==> src/fesw_pkg.sv <==
package fesw_pkg;
    // command opcodes
    localparam logic [7:0] OP_BLK32 = 8'h52;
    localparam logic [7:0] OP_BLK64 = 8'hd8;
    localparam logic [7:0] OP_ARR_A = 8'hc7;
    localparam logic [7:0] OP_ARR_B = 8'h60;
    localparam logic [7:0] OP_LATCH_SET = 8'h06;
    localparam logic [7:0] OP_LATCH_CLR = 8'h04;
    localparam logic [7:0] OP_VARM  = 8'h50;
    localparam logic [7:0] OP_RD1   = 8'h05;
    localparam logic [7:0] OP_RD2   = 8'h35;
    localparam logic [7:0] OP_RD3   = 8'h15;
    localparam logic [7:0] OP_WR1   = 8'h01;
    localparam logic [7:0] OP_WR2   = 8'h31;
    localparam logic [7:0] OP_WR3   = 8'h11;
    localparam logic [7:0] OP_QON   = 8'h38;
    localparam logic [7:0] OP_QOFF  = 8'hff;
    // frame lengths in received bits
    localparam logic [5:0] BITS_OP   = 6'h08;
    localparam logic [5:0] BITS_B1   = 6'h10;
    localparam logic [5:0] BITS_B2   = 6'h18;
    localparam logic [5:0] BITS_ADDR = 6'h20;
    localparam logic [5:0] BITS_SAT  = 6'h3b;
    // status field positions
    localparam int SR1_BUSY  = 0;
    localparam int SR1_LATCH = 1;
    localparam int SR1_BPLO = 2;
    localparam int SR1_BPHI = 6;
    localparam int SR2_PROT1 = 0;
    localparam int SR2_QUAD  = 1;
    localparam int SR2_COMPL = 6;
    localparam int SR3_PE   = 5;
    localparam int SR3_PROT = 6;
    // writable masks, otp lock mask, reset values
    localparam logic [7:0] SR1_WMASK = 8'hfc;
    localparam logic [7:0] SR2_WMASK = 8'h5f;
    localparam logic [7:0] SR3_WMASK = 8'h6f;
    localparam logic [7:0] LOCK_MASK = 8'h1c;
    localparam logic [7:0] SR1_RST   = 8'h00;
    localparam logic [7:0] SR2_RST   = 8'h00;
    localparam logic [7:0] SR3_RST   = 8'h00;
    // block alignment masks
    localparam logic [23:0] BLK32_MASK = 24'hff8000;
    localparam logic [23:0] BLK64_MASK = 24'hff0000;
    // self-timed cycle lengths in clk_in cycles
    localparam int unsigned BLK_ERASE_CYC = 32'h0001_0000;
    localparam int unsigned ARR_ERASE_CYC = 32'h0010_0000;
    localparam int unsigned STWR_CYC      = 32'h0000_2000;

    typedef enum logic [1:0] {ER_NONE, ER_32K, ER_64K, ER_ARRAY} fesw_erase_kind_t;
    typedef enum logic [1:0] {ST_IDLE, ST_ERASE, ST_NVWR} fesw_state_t;
    typedef struct packed {
        logic       cs_n;
        logic       sck;
        logic [3:0] io;
    } fesw_link_t;
    typedef struct packed {
        fesw_erase_kind_t kind;
        logic [23:0]      addr;
    } fesw_erase_t;
    typedef struct packed {
        logic [7:0] sr3;
        logic [7:0] sr2;
        logic [7:0] sr1;
    } fesw_status_t;
endpackage

==> src/fesw_timer.sv <==
// down-counter for self-timed erase and status write cycles
module fesw_timer #(
    parameter int unsigned CW = 32
) (
    input  wire logic          clk_in,
    input  wire logic          srst_in,
    input  wire logic          ce_in,
    input  wire logic          load_in,
    input  wire logic [CW-1:0] count_in,
    output logic               busy_out,
    output logic               done_out
);
    logic [CW-1:0] cnt_r;  // cycles left
    logic          done_r; // one-cycle end pulse

    // load wins over counting; a zero load never fires done
    always_ff @(posedge clk_in) begin
        if (srst_in) begin
            cnt_r  <= '0;
            done_r <= 1'b0;
        end else if (ce_in) begin
            done_r <= 1'b0;
            if (load_in) begin
                cnt_r <= count_in;
            end else if (cnt_r != '0) begin
                cnt_r <= cnt_r - CW'(1);
                if (cnt_r == CW'(1)) begin
                    done_r <= 1'b1;
                end
            end
        end
    end

    assign busy_out = (cnt_r != '0);
    assign done_out = done_r;
endmodule

==> src/fesw_ctrl.sv <==
// What this block does
// - 52h/D8h erase 32K/64K block, latch needed
// - block erase end clears write latch
// - erase starts on cs rise after address
// - C7h/60h erase whole array, latch needed
// - protected sectors refuse array erase, set errors
// - 06h sets write latch
// - latch cleared at power-up and write end
// - erase and nonvolatile status writes need latch
// - 04h clears write latch
// - 50h arms a status write in the next frame only
// - 05h/35h/15h read status, msb first
// - status read always allowed, repeats
// - 01h/31h/11h write only writable bits
// - lock bits one-time; volatile cannot clear protect1
// - nonvolatile needs latch, volatile needs arm
// - nonvolatile write busy cycle, then clears latch
// - volatile write updates soon, busy stays 0
// - reset reloads stored status into volatile
// - quad enable frozen in four-line mode
// - 01h with two bytes writes registers 1,2
// - 38h enters four-line command mode
// - FFh as two-clock cycle exits four-line mode
// - erase busy ignores all but status read
module fesw_ctrl #(
    parameter int unsigned BLK_ERASE_CYC = fesw_pkg::BLK_ERASE_CYC,
    parameter int unsigned ARR_ERASE_CYC = fesw_pkg::ARR_ERASE_CYC,
    parameter int unsigned STWR_CYC      = fesw_pkg::STWR_CYC
) (
    input  wire logic                   clk_in,
    input  wire logic                   srst_in,
    input  wire logic                   ce_in,
    input  wire logic                   soft_rst_in,
    input  wire fesw_pkg::fesw_link_t   link_in,
    output logic [3:0]                  io_out,
    output logic [3:0]                  io_oe_out,
    output logic                        erase_start_out,
    output fesw_pkg::fesw_erase_t       erase_out,
    output fesw_pkg::fesw_status_t      status_out,
    output logic                        quad_mode_out
);
    fesw_pkg::fesw_link_t   link_s1_r;    // first sync stage
    fesw_pkg::fesw_link_t   link_s2_r;    // second sync stage
    fesw_pkg::fesw_link_t   link_s3_r;    // edge history
    logic [31:0]            shreg_r;      // received bits
    logic [31:0]            shreg_nxt;
    logic [5:0]             cnt_r;        // received bit count
    logic [5:0]             cnt_nxt;
    logic [7:0]             op_r;         // captured opcode
    logic                   latch_r;      // write_enable_latch
    logic                   arm_r;        // volatile write armed
    logic                   quad_r;       // four_line_command_mode
    fesw_pkg::fesw_state_t  st_r;         // self-timed activity
    fesw_pkg::fesw_status_t nv_r;         // stored status copy
    fesw_pkg::fesw_status_t vol_r;        // live status copy
    fesw_pkg::fesw_status_t pend_r;       // bytes awaiting commit
    logic [2:0]             pend_vld_r;   // which bytes are pending
    logic                   vpend_r;      // volatile commit next cycle
    fesw_pkg::fesw_status_t view;         // status as read out
    logic [7:0]             rd_byte_r;    // read shifter
    logic [2:0]             rd_idx_r;     // bit position in byte
    logic [3:0]             io_r;
    logic [3:0]             oe_r;
    logic                   erase_start_r;
    fesw_pkg::fesw_erase_t  erase_r;
    fesw_pkg::fesw_status_t status_r;
    logic                   tmr_load;
    logic [31:0]            tmr_cnt;
    logic                   tmr_done;
    logic                   cs_act;
    logic                   cs_rise;
    logic                   sck_rise;
    logic                   sck_fall;
    logic                   frame_end;
    logic                   go;
    logic                   n_op;
    logic                   busy;
    logic                   prot_any;
    logic                   is_blk;
    logic                   is_arr;
    logic                   arr_ok;
    logic                   arr_ref;
    logic                   is_stwr;
    logic                   nv_wr;
    logic                   v_wr;
    logic                   rd_act;

    // status read opcode to register index, 2'h3 when not a read
    function automatic logic [1:0] rd_sel(input logic [7:0] op);
        case (op)
            fesw_pkg::OP_RD1: rd_sel = 2'h0;
            fesw_pkg::OP_RD2: rd_sel = 2'h1;
            fesw_pkg::OP_RD3: rd_sel = 2'h2;
            default:          rd_sel = 2'h3;
        endcase
    endfunction

    // status write opcode to register index, 2'h3 when not a write
    function automatic logic [1:0] wr_sel(input logic [7:0] op);
        case (op)
            fesw_pkg::OP_WR1: wr_sel = 2'h0;
            fesw_pkg::OP_WR2: wr_sel = 2'h1;
            fesw_pkg::OP_WR3: wr_sel = 2'h2;
            default:          wr_sel = 2'h3;
        endcase
    endfunction

    // merge written bytes, keeping read-only and locked bits
    function automatic fesw_pkg::fesw_status_t merge(input fesw_pkg::fesw_status_t b,
        input fesw_pkg::fesw_status_t d, input logic [2:0] v, input logic vw, input logic q);
        fesw_pkg::fesw_status_t r;
        r = b;
        if (v[0]) begin
            r.sr1 = (b.sr1 & ~fesw_pkg::SR1_WMASK) | (d.sr1 & fesw_pkg::SR1_WMASK);
        end
        if (v[1]) begin
            r.sr2 = (b.sr2 & ~fesw_pkg::SR2_WMASK) | (d.sr2 & fesw_pkg::SR2_WMASK);
            r.sr2 = r.sr2 | (b.sr2 & fesw_pkg::LOCK_MASK);
            if (vw) begin
                r.sr2[fesw_pkg::SR2_PROT1] = r.sr2[fesw_pkg::SR2_PROT1] | b.sr2[fesw_pkg::SR2_PROT1];
            end
            if (q) begin
                r.sr2[fesw_pkg::SR2_QUAD] = b.sr2[fesw_pkg::SR2_QUAD];
            end
        end
        if (v[2]) begin
            r.sr3 = (b.sr3 & ~fesw_pkg::SR3_WMASK) | (d.sr3 & fesw_pkg::SR3_WMASK);
        end
        return r;
    endfunction

    // two-stage sync of all link pins, third stage only for edges
    always_ff @(posedge clk_in) begin
        if (srst_in) begin
            link_s1_r <= '{cs_n: 1'b1, sck: 1'b0, io: 4'h0};
            link_s2_r <= '{cs_n: 1'b1, sck: 1'b0, io: 4'h0};
            link_s3_r <= '{cs_n: 1'b1, sck: 1'b0, io: 4'h0};
        end else if (ce_in) begin
            link_s1_r <= link_in;
            link_s2_r <= link_s1_r;
            link_s3_r <= link_s2_r;
        end
    end

    assign cs_act    = !link_s2_r.cs_n;
    assign cs_rise   = link_s2_r.cs_n & !link_s3_r.cs_n;
    assign sck_rise  = cs_act & link_s2_r.sck & !link_s3_r.sck;
    assign sck_fall  = cs_act & !link_s2_r.sck & link_s3_r.sck;
    assign frame_end = ce_in & cs_rise;
    assign busy      = (st_r != fesw_pkg::ST_IDLE);
    // a busy device takes no command; reads run in their own path
    assign go        = frame_end & !busy;
    assign n_op      = (cnt_r == fesw_pkg::BITS_OP);

    // next shift value: one line in serial, four in quad mode
    always_comb begin
        if (quad_r) begin
            shreg_nxt = {shreg_r[27:0], link_s2_r.io};
        end else begin
            shreg_nxt = {shreg_r[30:0], link_s2_r.io[0]};
        end
        if (cnt_r > fesw_pkg::BITS_SAT) begin
            cnt_nxt = 6'h3f;
        end else begin
            cnt_nxt = cnt_r + (quad_r ? 6'h04 : 6'h01);
        end
    end

    // sample on rising sck; overlong frames saturate and drop
    always_ff @(posedge clk_in) begin
        if (srst_in) begin
            shreg_r <= 32'h0000_0000;
            cnt_r   <= 6'h00;
            op_r    <= 8'h00;
        end else if (ce_in) begin
            if (!cs_act) begin
                cnt_r <= 6'h00;
            end else if (sck_rise) begin
                shreg_r <= shreg_nxt;
                cnt_r   <= cnt_nxt;
                if (cnt_nxt == fesw_pkg::BITS_OP) begin
                    op_r <= shreg_nxt[7:0];
                end
            end
        end
    end

    // command classes, all judged when chip select rises
    assign prot_any = vol_r.sr2[fesw_pkg::SR2_COMPL]
                    | (vol_r.sr1[fesw_pkg::SR1_BPHI:fesw_pkg::SR1_BPLO] != 5'h00);
    assign is_blk   = go & latch_r & (cnt_r == fesw_pkg::BITS_ADDR)
                    & (op_r == fesw_pkg::OP_BLK32 || op_r == fesw_pkg::OP_BLK64);
    assign is_arr   = go & latch_r & n_op & (op_r == fesw_pkg::OP_ARR_A || op_r == fesw_pkg::OP_ARR_B);
    assign arr_ok   = is_arr & !prot_any;
    assign arr_ref  = is_arr & prot_any;
    assign is_stwr  = go & (wr_sel(op_r) != 2'h3) & ((cnt_r == fesw_pkg::BITS_B1)
                    | ((op_r == fesw_pkg::OP_WR1) & (cnt_r == fesw_pkg::BITS_B2)));
    assign nv_wr    = is_stwr & latch_r;
    assign v_wr     = is_stwr & !latch_r & arm_r;
    assign tmr_load = ce_in & (is_blk | arr_ok | nv_wr);
    assign tmr_cnt  = is_blk ? 32'(BLK_ERASE_CYC) : (arr_ok ? 32'(ARR_ERASE_CYC) : 32'(STWR_CYC));

    // self-timed cycle length
    fesw_timer #(
        .CW (32)
    ) u_timer (
        .clk_in   (clk_in),
        .srst_in  (srst_in),
        .ce_in    (ce_in),
        .load_in  (tmr_load),
        .count_in (tmr_cnt),
        .busy_out (),
        .done_out (tmr_done)
    );

    // activity state: idle, erasing or storing status
    always_ff @(posedge clk_in) begin
        if (srst_in) begin
            st_r <= fesw_pkg::ST_IDLE;
        end else if (ce_in) begin
            case (st_r)
                fesw_pkg::ST_IDLE: begin
                    if (is_blk || arr_ok) begin
                        st_r <= fesw_pkg::ST_ERASE;
                    end else if (nv_wr) begin
                        st_r <= fesw_pkg::ST_NVWR;
                    end
                end
                fesw_pkg::ST_ERASE, fesw_pkg::ST_NVWR: begin
                    if (tmr_done) begin
                        st_r <= fesw_pkg::ST_IDLE;
                    end
                end
                default: st_r <= fesw_pkg::ST_IDLE;
            endcase
        end
    end

    // write enable latch; completion of any self-timed write clears it
    always_ff @(posedge clk_in) begin
        if (srst_in) begin
            latch_r <= 1'b0;
        end else if (ce_in) begin
            if (soft_rst_in || tmr_done) begin
                latch_r <= 1'b0;
            end else if (go && n_op && op_r == fesw_pkg::OP_LATCH_SET) begin
                latch_r <= 1'b1;
            end else if (go && n_op && op_r == fesw_pkg::OP_LATCH_CLR) begin
                latch_r <= 1'b0;
            end
        end
    end

    // volatile arm lives for exactly one following frame
    always_ff @(posedge clk_in) begin
        if (srst_in) begin
            arm_r <= 1'b0;
        end else if (ce_in) begin
            if (soft_rst_in) begin
                arm_r <= 1'b0;
            end else if (go && n_op && op_r == fesw_pkg::OP_VARM) begin
                arm_r <= 1'b1;
            end else if (frame_end) begin
                arm_r <= 1'b0;
            end
        end
    end

    // four-line mode; entry requires quad enable already set
    always_ff @(posedge clk_in) begin
        if (srst_in) begin
            quad_r <= 1'b0;
        end else if (ce_in && go && n_op) begin
            if (!quad_r && op_r == fesw_pkg::OP_QON && vol_r.sr2[fesw_pkg::SR2_QUAD]) begin
                quad_r <= 1'b1;
            end else if (quad_r && op_r == fesw_pkg::OP_QOFF) begin
                quad_r <= 1'b0;
            end
        end
    end

    // capture written bytes; the two-byte form fills registers 1 and 2
    always_ff @(posedge clk_in) begin
        if (srst_in) begin
            pend_r     <= '0;
            pend_vld_r <= 3'h0;
            vpend_r    <= 1'b0;
        end else if (ce_in) begin
            vpend_r <= v_wr;
            if (nv_wr || v_wr) begin
                pend_r <= '{sr3: shreg_r[7:0], sr2: shreg_r[7:0], sr1: shreg_r[7:0]};
                if (cnt_r == fesw_pkg::BITS_B2) begin
                    pend_r.sr1 <= shreg_r[15:8];
                    pend_vld_r <= 3'h3;
                end else begin
                    pend_vld_r <= 3'(1 << wr_sel(op_r));
                end
            end
        end
    end

    // status copies; error flags set last so they win
    always_ff @(posedge clk_in) begin
        if (srst_in) begin
            nv_r  <= '{sr3: fesw_pkg::SR3_RST, sr2: fesw_pkg::SR2_RST, sr1: fesw_pkg::SR1_RST};
            vol_r <= '{sr3: fesw_pkg::SR3_RST, sr2: fesw_pkg::SR2_RST, sr1: fesw_pkg::SR1_RST};
        end else if (ce_in) begin
            if (soft_rst_in) begin
                vol_r <= nv_r;
            end else begin
                if (vpend_r) begin
                    vol_r <= merge(vol_r, pend_r, pend_vld_r, 1'b1, quad_r);
                end
                if (st_r == fesw_pkg::ST_NVWR && tmr_done) begin
                    nv_r  <= merge(nv_r, pend_r, pend_vld_r, 1'b0, quad_r);
                    vol_r <= merge(nv_r, pend_r, pend_vld_r, 1'b0, quad_r);
                end
                if (arr_ref) begin
                    vol_r.sr3[fesw_pkg::SR3_PE]   <= 1'b1;
                    vol_r.sr3[fesw_pkg::SR3_PROT] <= 1'b1;
                end
            end
        end
    end

    // erase request out; the address is aligned to its block
    always_ff @(posedge clk_in) begin
        if (srst_in) begin
            erase_start_r <= 1'b0;
            erase_r       <= '{kind: fesw_pkg::ER_NONE, addr: 24'h000000};
        end else if (ce_in) begin
            erase_start_r <= is_blk | arr_ok;
            if (is_blk && op_r == fesw_pkg::OP_BLK32) begin
                erase_r <= '{kind: fesw_pkg::ER_32K, addr: shreg_r[23:0] & fesw_pkg::BLK32_MASK};
            end else if (is_blk) begin
                erase_r <= '{kind: fesw_pkg::ER_64K, addr: shreg_r[23:0] & fesw_pkg::BLK64_MASK};
            end else if (arr_ok) begin
                erase_r <= '{kind: fesw_pkg::ER_ARRAY, addr: 24'h000000};
            end
        end
    end

    // visible status: busy and latch live in register 1
    always_comb begin
        view = vol_r;
        view.sr1[fesw_pkg::SR1_BUSY]  = busy;
        view.sr1[fesw_pkg::SR1_LATCH] = latch_r;
    end

    // reads run even while busy; byte reloaded each time so busy is live
    assign rd_act = cs_act & (rd_sel(op_r) != 2'h3) & (cnt_r >= fesw_pkg::BITS_OP);
    always_ff @(posedge clk_in) begin
        if (srst_in) begin
            rd_byte_r <= 8'h00;
            rd_idx_r  <= 3'h0;
            io_r      <= 4'h0;
            oe_r      <= 4'h0;
        end else if (ce_in) begin
            if (!cs_act) begin
                rd_idx_r <= 3'h0;
                oe_r     <= 4'h0;
            end else if (sck_fall && rd_act) begin
                logic [7:0] byt;
                byt = (rd_idx_r == 3'h0) ? view[rd_sel(op_r)*8 +: 8] : rd_byte_r;
                if (quad_r) begin
                    io_r      <= byt[7:4];
                    oe_r      <= 4'hf;
                    rd_byte_r <= {byt[3:0], 4'h0};
                    rd_idx_r  <= rd_idx_r + 3'h4;
                end else begin
                    io_r      <= {2'h0, byt[7], 1'b0};
                    oe_r      <= 4'h2;
                    rd_byte_r <= {byt[6:0], 1'b0};
                    rd_idx_r  <= rd_idx_r + 3'h1;
                end
            end
        end
    end

    // registered status view
    always_ff @(posedge clk_in) begin
        if (srst_in) begin
            status_r <= '0;
        end else if (ce_in) begin
            status_r <= view;
        end
    end

    assign io_out          = io_r;
    assign io_oe_out       = oe_r;
    assign erase_start_out = erase_start_r;
    assign erase_out       = erase_r;
    assign status_out      = status_r;
    assign quad_mode_out   = quad_r;

    latch_set_a: assert property (@(posedge clk_in) disable iff (srst_in)
        go && n_op && op_r == fesw_pkg::OP_LATCH_SET && !soft_rst_in |=> latch_r)
        else $error("write enable did not set latch");
    latch_clr_a: assert property (@(posedge clk_in) disable iff (srst_in)
        go && n_op && op_r == fesw_pkg::OP_LATCH_CLR |=> !latch_r)
        else $error("write disable did not clear latch");
    erase_gate_a: assert property (@(posedge clk_in) disable iff (srst_in)
        $rose(erase_start_out) |-> $past(latch_r) && $past(go))
        else $error("erase started without latch or frame end");
    erase_end_a: assert property (@(posedge clk_in) disable iff (srst_in)
        ce_in && st_r == fesw_pkg::ST_ERASE && tmr_done |=> !latch_r && !busy)
        else $error("erase end left latch or busy set");
    arr_refuse_a: assert property (@(posedge clk_in) disable iff (srst_in)
        ce_in && arr_ref && !soft_rst_in |=> vol_r.sr3[fesw_pkg::SR3_PE] && vol_r.sr3[fesw_pkg::SR3_PROT]
        && !erase_start_out && !busy)
        else $error("protected array erase not refused");
    busy_ign_a: assert property (@(posedge clk_in) disable iff (srst_in)
        ce_in && busy && !tmr_done && !soft_rst_in |=> $stable(latch_r) && $stable(quad_r))
        else $error("command taken while busy");
    vol_busy_a: assert property (@(posedge clk_in) disable iff (srst_in)
        ce_in && v_wr |=> vpend_r && !busy ##1 !busy)
        else $error("volatile write raised busy");
    align_a: assert property (@(posedge clk_in) disable iff (srst_in)
        erase_start_out && erase_out.kind == fesw_pkg::ER_64K |-> erase_out.addr[15:0] == 16'h0000)
        else $error("64K erase address not aligned");
    quad_exit_a: assert property (@(posedge clk_in) disable iff (srst_in)
        quad_r && go && n_op && op_r == fesw_pkg::OP_QOFF |=> !quad_mode_out)
        else $error("four-line exit ignored");
endmodule

==> config.mk <==
export PLATFORM = sky130hd
export DESIGN_NAME = fesw_ctrl
export DESIGN_NICKNAME = d
export VERILOG_FILES = /design/src/fesw_pkg.sv /design/src/fesw_timer.sv /design/src/fesw_ctrl.sv
export SDC_FILE = /design/constraint.sdc
export NUM_CORES = 1
export LEC_CHECK = 0
export BUFFER_PORTS_ARGS = -buffer_cell sky130_fd_sc_hd__buf_2
export CAP_MARGIN = 15
export CORE_ASPECT_RATIO = 0.8
export CORE_MARGIN = 2
export CORE_UTILIZATION = 45
export CTS_CLUSTER_DIAMETER = 150
export DETAILED_ROUTE_END_ITERATION = 6
export HOLD_SLACK_MARGIN = 0.03
export MAX_ROUTING_LAYER = met4
export PLACE_DENSITY = 0.68
export SLEW_MARGIN = 20
export SYNTH_ARGS = -nofsm -noshare
export SYNTH_HDL_FRONTEND = slang
export SYNTH_HIERARCHICAL = 1
export SYNTH_SLANG_ARGS = --single-unit
==> constraint.sdc <==
create_clock -name clk_in -period 3.4 [get_ports clk_in]
set_input_delay 0.68 -clock clk_in [delete_from_list [all_inputs] [get_ports clk_in]]
set_output_delay 0.68 -clock clk_in [all_outputs]
set_load 0.01 [all_outputs]
==> flow_summary.toml, run 1 <==
[die]
die_height_um = 135.4
dieArea_um2 = 22780
die_w_um = 168.2
coreArea_um2 = 21380
rows = 48
pin_count = 70
start_util_pct = 45.42

[worst_setup_path]
cp_top_family = "simple AND/OR/NAND/NOR gates"
worst_path_most_repeated_cell = "buf_4"
crit_arrival_ns = 3.44
critical_path_depth = 10
cp_cell_sequence = "nor4b_1, and2_1, nand4_1, nand2_2, buf_4, buf_4, nor3_1, a32o_1, nand2_1, a21oi_2"
crit_path_end_kind = "register"
cp_max_fo = 47
critPathKind = "register to register"
slowest_stage = "nor4b_1"
cp-start-kind = "register"
worstRegToRegCells = 10
critPathBufInv = 2
max_stage_delay_ns = 0.53
critPathRequiredTime_ns = 3.72

[routing]
met2_wirelength_um = 10760
route.met3.wl_um = 1734
drtIter0Drc = 800
vias_per_cell = 5.766
finalWirelength_um = 26100
num_vias = 8643
drt-met1-wl_um = 13320
ant_nets = 0
drtPass1Iterations = 5
drc = 0
routedWlPerCell_um = 17.41
top_layer = "met4"

[timing]
setup_viol = 0
maxSlewViolCount = 0
fmax_mhz = 320.5
setup_tns_ns = 0
finalCriticalPeriod_ns = 3.120
rsz0062_at_grt = "no"
hold_viol = 0
timing.final.ws_setup_ns = 0.2802
relSlewSlack_pct = 35.23
post-route-period-util_pct = 91.76
tightest_slew_ns = 0.9662
finalClockSkew_ns = 0.01118

[yosys]
synth_cells = 1162
synth_area_um2 = 9711
avgSynthCellArea_um2 = 8.357
yosysWarnings = 6

[placed_design]
hpwl_um = 18100
port_buffers = 50
dp_slack_ns = 0.1549
gp_congestion = 0.9097

[clock_tree]
clk_pin_slew_ns = 0.08
tritoncts = "done"
cts_max_level = 4
cts_root_buf = "clkbuf_16"
hold_buffers = 0
clock_latency_ns = 0.44
cts_buffer_depth = 2
cts_resized = 0
postCtsSetupBuffers = 0
cts.sinks = 191
cts_inserted_buffers = 17

[power]
pwr_density_cell_nw_per_um2 = 635.5
p_leak_nw = 3.945
peakVddDrop_mv = 0.2909

[run]
max_cap_viol_count = 0

[hold_path]
hold_class = "register to register"
hold_depth = 2

[cells_and_area]
drive_above_1_share_pct = 13.40
n_antenna_cell = 0
finalNetCount = 1230
area.growth.synth_to_final_pct = 11.57

[global_routing]
grt_max_degree = 60
grt.total_usage_pct = 23.64
grt_first_pass_wirelength_um = 41970
gr-total-overflow = 0
grt_pass1_vias = 7676
antenna_found_initial = 0

[status]
status = "finished clean"
-- registers in the layout (all words and copies together), names as in the netlist, 3 cells and up --
register	count
u_timer/cnt_r	32
shreg_r	24
status_out	20
nv_r	18
view	18
pend_r	13
erase_out	11
op_r	8
rd_byte_r	7
cnt_r	6
link_s1_r	6
link_s2_r	6
io_out	4
pend_vld_r	3
rd_idx_r	3
-- cell type report --
| class | count | area, um2 |
|---|---|---|
| Fill cell | 2021 | 10550 |
| Multi-Input combinational cell | 881 | 5405 |
| Sequential cell | 191 | 3825 |
| Timing Repair Buffer | 95 | 606.8 |
| Clock buffer | 19 | 432.9 |
| Tap cell | 275 | 344.1 |
| Clock inverter | 13 | 126.4 |
| Inverter | 25 | 93.84 |
-- cells in the final DEF (no fill, tap or decap), types with 17 or more instances in the layout --
master,n
a21oi_1,99
nand3_1,45
o21ai_1,23
nand2_1,113
inv_1,22
buf_2,49
clkbuf_16,17
dfxtp_1,190
conb_1,48
a211oi_1,49
mux2i_1,87
nor2_1,120
o21ai_0,23
nor4_1,17
nor3_1,28
buf_4,44
-- worst reg2reg max path: cells and delay by family, from the launching register on --
family,cells,cell delay [ns]
AO/OA/AOI/OAI,2,0.31
buffers and inverters,2,0.82
flip-flops,1,0.49
AND/OR/NAND/NOR,6,1.38
-- per-stage QoR --
step | cell area (um2) | util (%) | power [W] | hold WS [ns] | std cells
6_report | 10830 | 50.67 | 0.006885 | 0.4546 | 1499
5_1_grt | 10830 | 50.67 | 0.007284 | 0.4698 | 1499
4_1_cts | 10830 | 50.67 | 0.006864 | 0.4581 | 1499
3_5_place_dp | 10270 | 48.06 | 0.004941 | 0.4458 | 1467
3_3_place_gp | 10270 | 48.06 | 0.004919 | 0.4390 | 1467
2_1_floorplan | 9887 | - | 0.004394 | 0.4319 | 1209
-- per-layer routing --
| metal | vias up | track usage (%) |
|---|---|---|
| met3 | 23 | 4.674 |
| met2 | 252 | 32.49 |
| met4 | 0 | 4.262 |
| met5 | - | - |
| met1 | 4107 | 35.81 |
| li1 | 4261 | - |
-- final timing paths --
path / from / endpoint / slack, ns
min reg2reg: io_out[0] / io_out[0] / 0.45
max: op_r[0] / u_timer/cnt_r[19] / 0.28
max reg2reg: op_r[0] / u_timer/cnt_r[19] / 0.28
min: io_out[0] / io_out[0] / 0.45
-- where the power goes --
group	leakage (nW)	internal (W)	switching [W]
Clock	0.269	0.000968	0.000962
Combinational	2.13	0.000893	0.00141
Sequential	1.55	0.00242	0.000228
Total	3.95	0.00428	0.00260
No activity file was read; power rests on OpenSTA's default activity.
==> inputs of run 2 (changes only) <==
PLACE_DENSITY = unset   (was 0.68)
REMOVE_ABC_BUFFERS = 1   (was unset)
clock period = 2.9 ns   (was 3.4 ns; I/O delays follow)
==> run 2 against run 1 <==
Against the previous run: sequential share of layout area fell by 1.5 points; global-route usage rose by 0.74 points; highest routed layer unchanged; setup slack got worse by 0.18 ns; largest cell class unchanged; count of clock-buffer cells in the layout down 1; critical endpoint unchanged; critical path type unchanged; flip-flop and latch count unchanged; non-clock buffer count grew 45; routed wire length up 2.9%; critical path depth grew 4.
==> flow_summary.toml, run 2 (synthesis results as in run 1) <==
[power]
power.share.clock_pct = 27.7
peakVddDrop_mv = 0.5439
swShare_pct = 38.24
p_int_w = 0.005183
p_sw_w = 0.003210
combPwrFrac_pct = 35.4
p_leak_nw = 4.222
seqPwrFrac_pct = 36.9
pwr_density_cell_nw_per_um2 = 741.4

[worst_setup_path]
critPathKind = "register to register"
worstRegToRegCells = 14
max_stage_delay_ns = 0.36
cp-start-kind = "register"
cp_max_fo = 6
critPathRequiredTime_ns = 3.28
slowest_stage = "dfxtp_2"
crit_path_end_kind = "register"
cp_cell_sequence = "and3b_1, o2111a_1, and2_1, nor2b_4, nand2_2, nor4b_4, nand4_1, buf_4, o41ai_4, buf_4, buf_4, clkbuf_4, o21ai_1, a21oi_2"
crit_arrival_ns = 3.18
worst_path_most_repeated_cell = "buf_4"

[die]
start_util_pct = 45.42
coreArea_um2 = 21380
die_w_um = 168.2
die_height_um = 135.4
rows = 48
dieArea_um2 = 22780
pin_count = 70

[routing]
drc = 0
ant_nets = 0
num_vias = 8694
finalWirelength_um = 26860
vias_per_cell = 5.631
routedWlPerCell_um = 17.40
drtIter0Drc = 733
drtPass1Iterations = 7

[global_routing]
grt_max_degree = 93
grt.total_usage_pct = 24.39
antenna_found_initial = 0
met3_usage_pct = 4.528
grt_pass1_vias = 7987
gr-total-overflow = 0
grt_first_pass_wirelength_um = 43170
met2_usage_pct = 35.62
globalRoute.busiestLayer = "met2"
met1_usage_pct = 35.20

[clock_tree]
cts_inserted_buffers = 17
clock_latency_ns = 0.45
cts_root_buf = "clkbuf_16"
clk_pin_slew_ns = 0.08
cts.sinks = 191
tritoncts = "done"
cts_buffer_depth = 2
cts_max_level = 4
hold_buffers = 0

[timing]
finalCriticalPeriod_ns = 2.800
timing.final.ws_setup_ns = 0.1002
finalClockSkew_ns = 0.01859
relSlewSlack_pct = 51.19
hold_viol = 0
setup_tns_ns = 0
fmax_mhz = 357.2
post-route-period-util_pct = 96.55
setup_viol = 0
tightest_slew_ns = 0.7321
maxSlewViolCount = 0

[placed_design]
gp_congestion = 0.9183
placed_cell_area_um2 = 10600
dp_slack_ns = -0.2912
port_buffers = 50
hpwl_um = 18570

[status]
status = "finished clean"

[run]
max_cap_viol_count = 0

[cells_and_area]
largest_reg_flops = 32
n_fill_cell = 2060
area.growth.synth_to_final_pct = 16.58
multi_input_area_um2 = 5464
register_area_um2 = 3827
final_core_util_pct = 52.95
layout_commonest_cell = "dfxtp_1"
finalNetCount = 1275
n_antenna_cell = 0
mostFrequentLayoutCells = "188 x dfxtp_1, 120 x nor2_1, 113 x nand2_1"
drive_above_1_share_pct = 17.26
regMostFlops = "u_timer/cnt_r"
fin_area_um2 = 11320

[hold_path]
hold_depth = 3
hold_class = "input pin to register"
==> run 2: changes by cell type in the layout (fill, tap and decap cells not counted), sizes merged <==
| cell | change |
|---|---|
| buf | +44 |
| inv | +1 |
==> run 2: power by group through the flow <==
stage / registers, W / logic [W] / clock network [W]
floorplan: 0.00307 / 0.00189 / 0
global placement: 0.00314 / 0.00277 / 0
detailed placement: 0.00314 / 0.00279 / 0
CTS: 0.00309 / 0.00281 / 0.00237
global route: 0.00313 / 0.00324 / 0.00248
finish: 0.00310 / 0.00297 / 0.00233
==> run 2: critical path: cells and delay by family, from the launching register on <==
family / cells / cell delay [ns]
AOI/OAI and AO/OA: 4 / 0.70
and+or+nand+nor: 6 / 1.02
buffers and inverters: 4 / 0.65
DFF: 1 / 0.36
==> run 2: stage by stage <==
stage / power (W) / instances / hold slack, ns
final: 0.008393 / 1544 / 0.3642
after global routing: 0.008853 / 1544 / 0.3650
after global placement: 0.005915 / 1505 / 0.4397
after detailed placement: 0.005928 / 1505 / 0.4464
after CTS: 0.008265 / 1537 / 0.3555
after floorplan: 0.004966 / 1097 / 0.4258
==> run 2: layout make-up <==
type / count / area share [%]
clock buffer: 18 / 3.791
clock inverter: 14 / 1.304
inverter: 25 / 0.8289
multi-input combinational: 881 / 48.26
sequential: 191 / 33.81
tap: 275 / 3.039
timing repair buffer: 140 / 8.963
==> run 2: timing repair <==
action | 4_1_cts | 5_1_grt
gates cloned | 0 | 2
buffers inserted | 0 | 5
pin swaps | 0 | 1
gates resized for setup | 1 | 18
setup endpoints to repair | 24 | 33
==> run 2: final timing paths <==
| path | from | to | slack (ns) |
|---|---|---|---|
| max | op_r[7] | u_timer/cnt_r[19] | 0.10 |
| min | link_in[5] | link_s1_r[5] | 0.36 |
| max reg2reg | op_r[7] | u_timer/cnt_r[19] | 0.10 |
| min reg2reg | io_out[0] | io_out[0] | 0.46 |
==> run 2: layer usage <==
layer | share of wire [%] | routed length (um) | up-vias
met5 | 0 | 0 | -
met4 | 0.83 | 223 | 0
met3 | 5.3 | 1427 | 16
met2 | 43 | 11460 | 198
met1 | 51 | 13750 | 4139
li1 | - | - | 4341
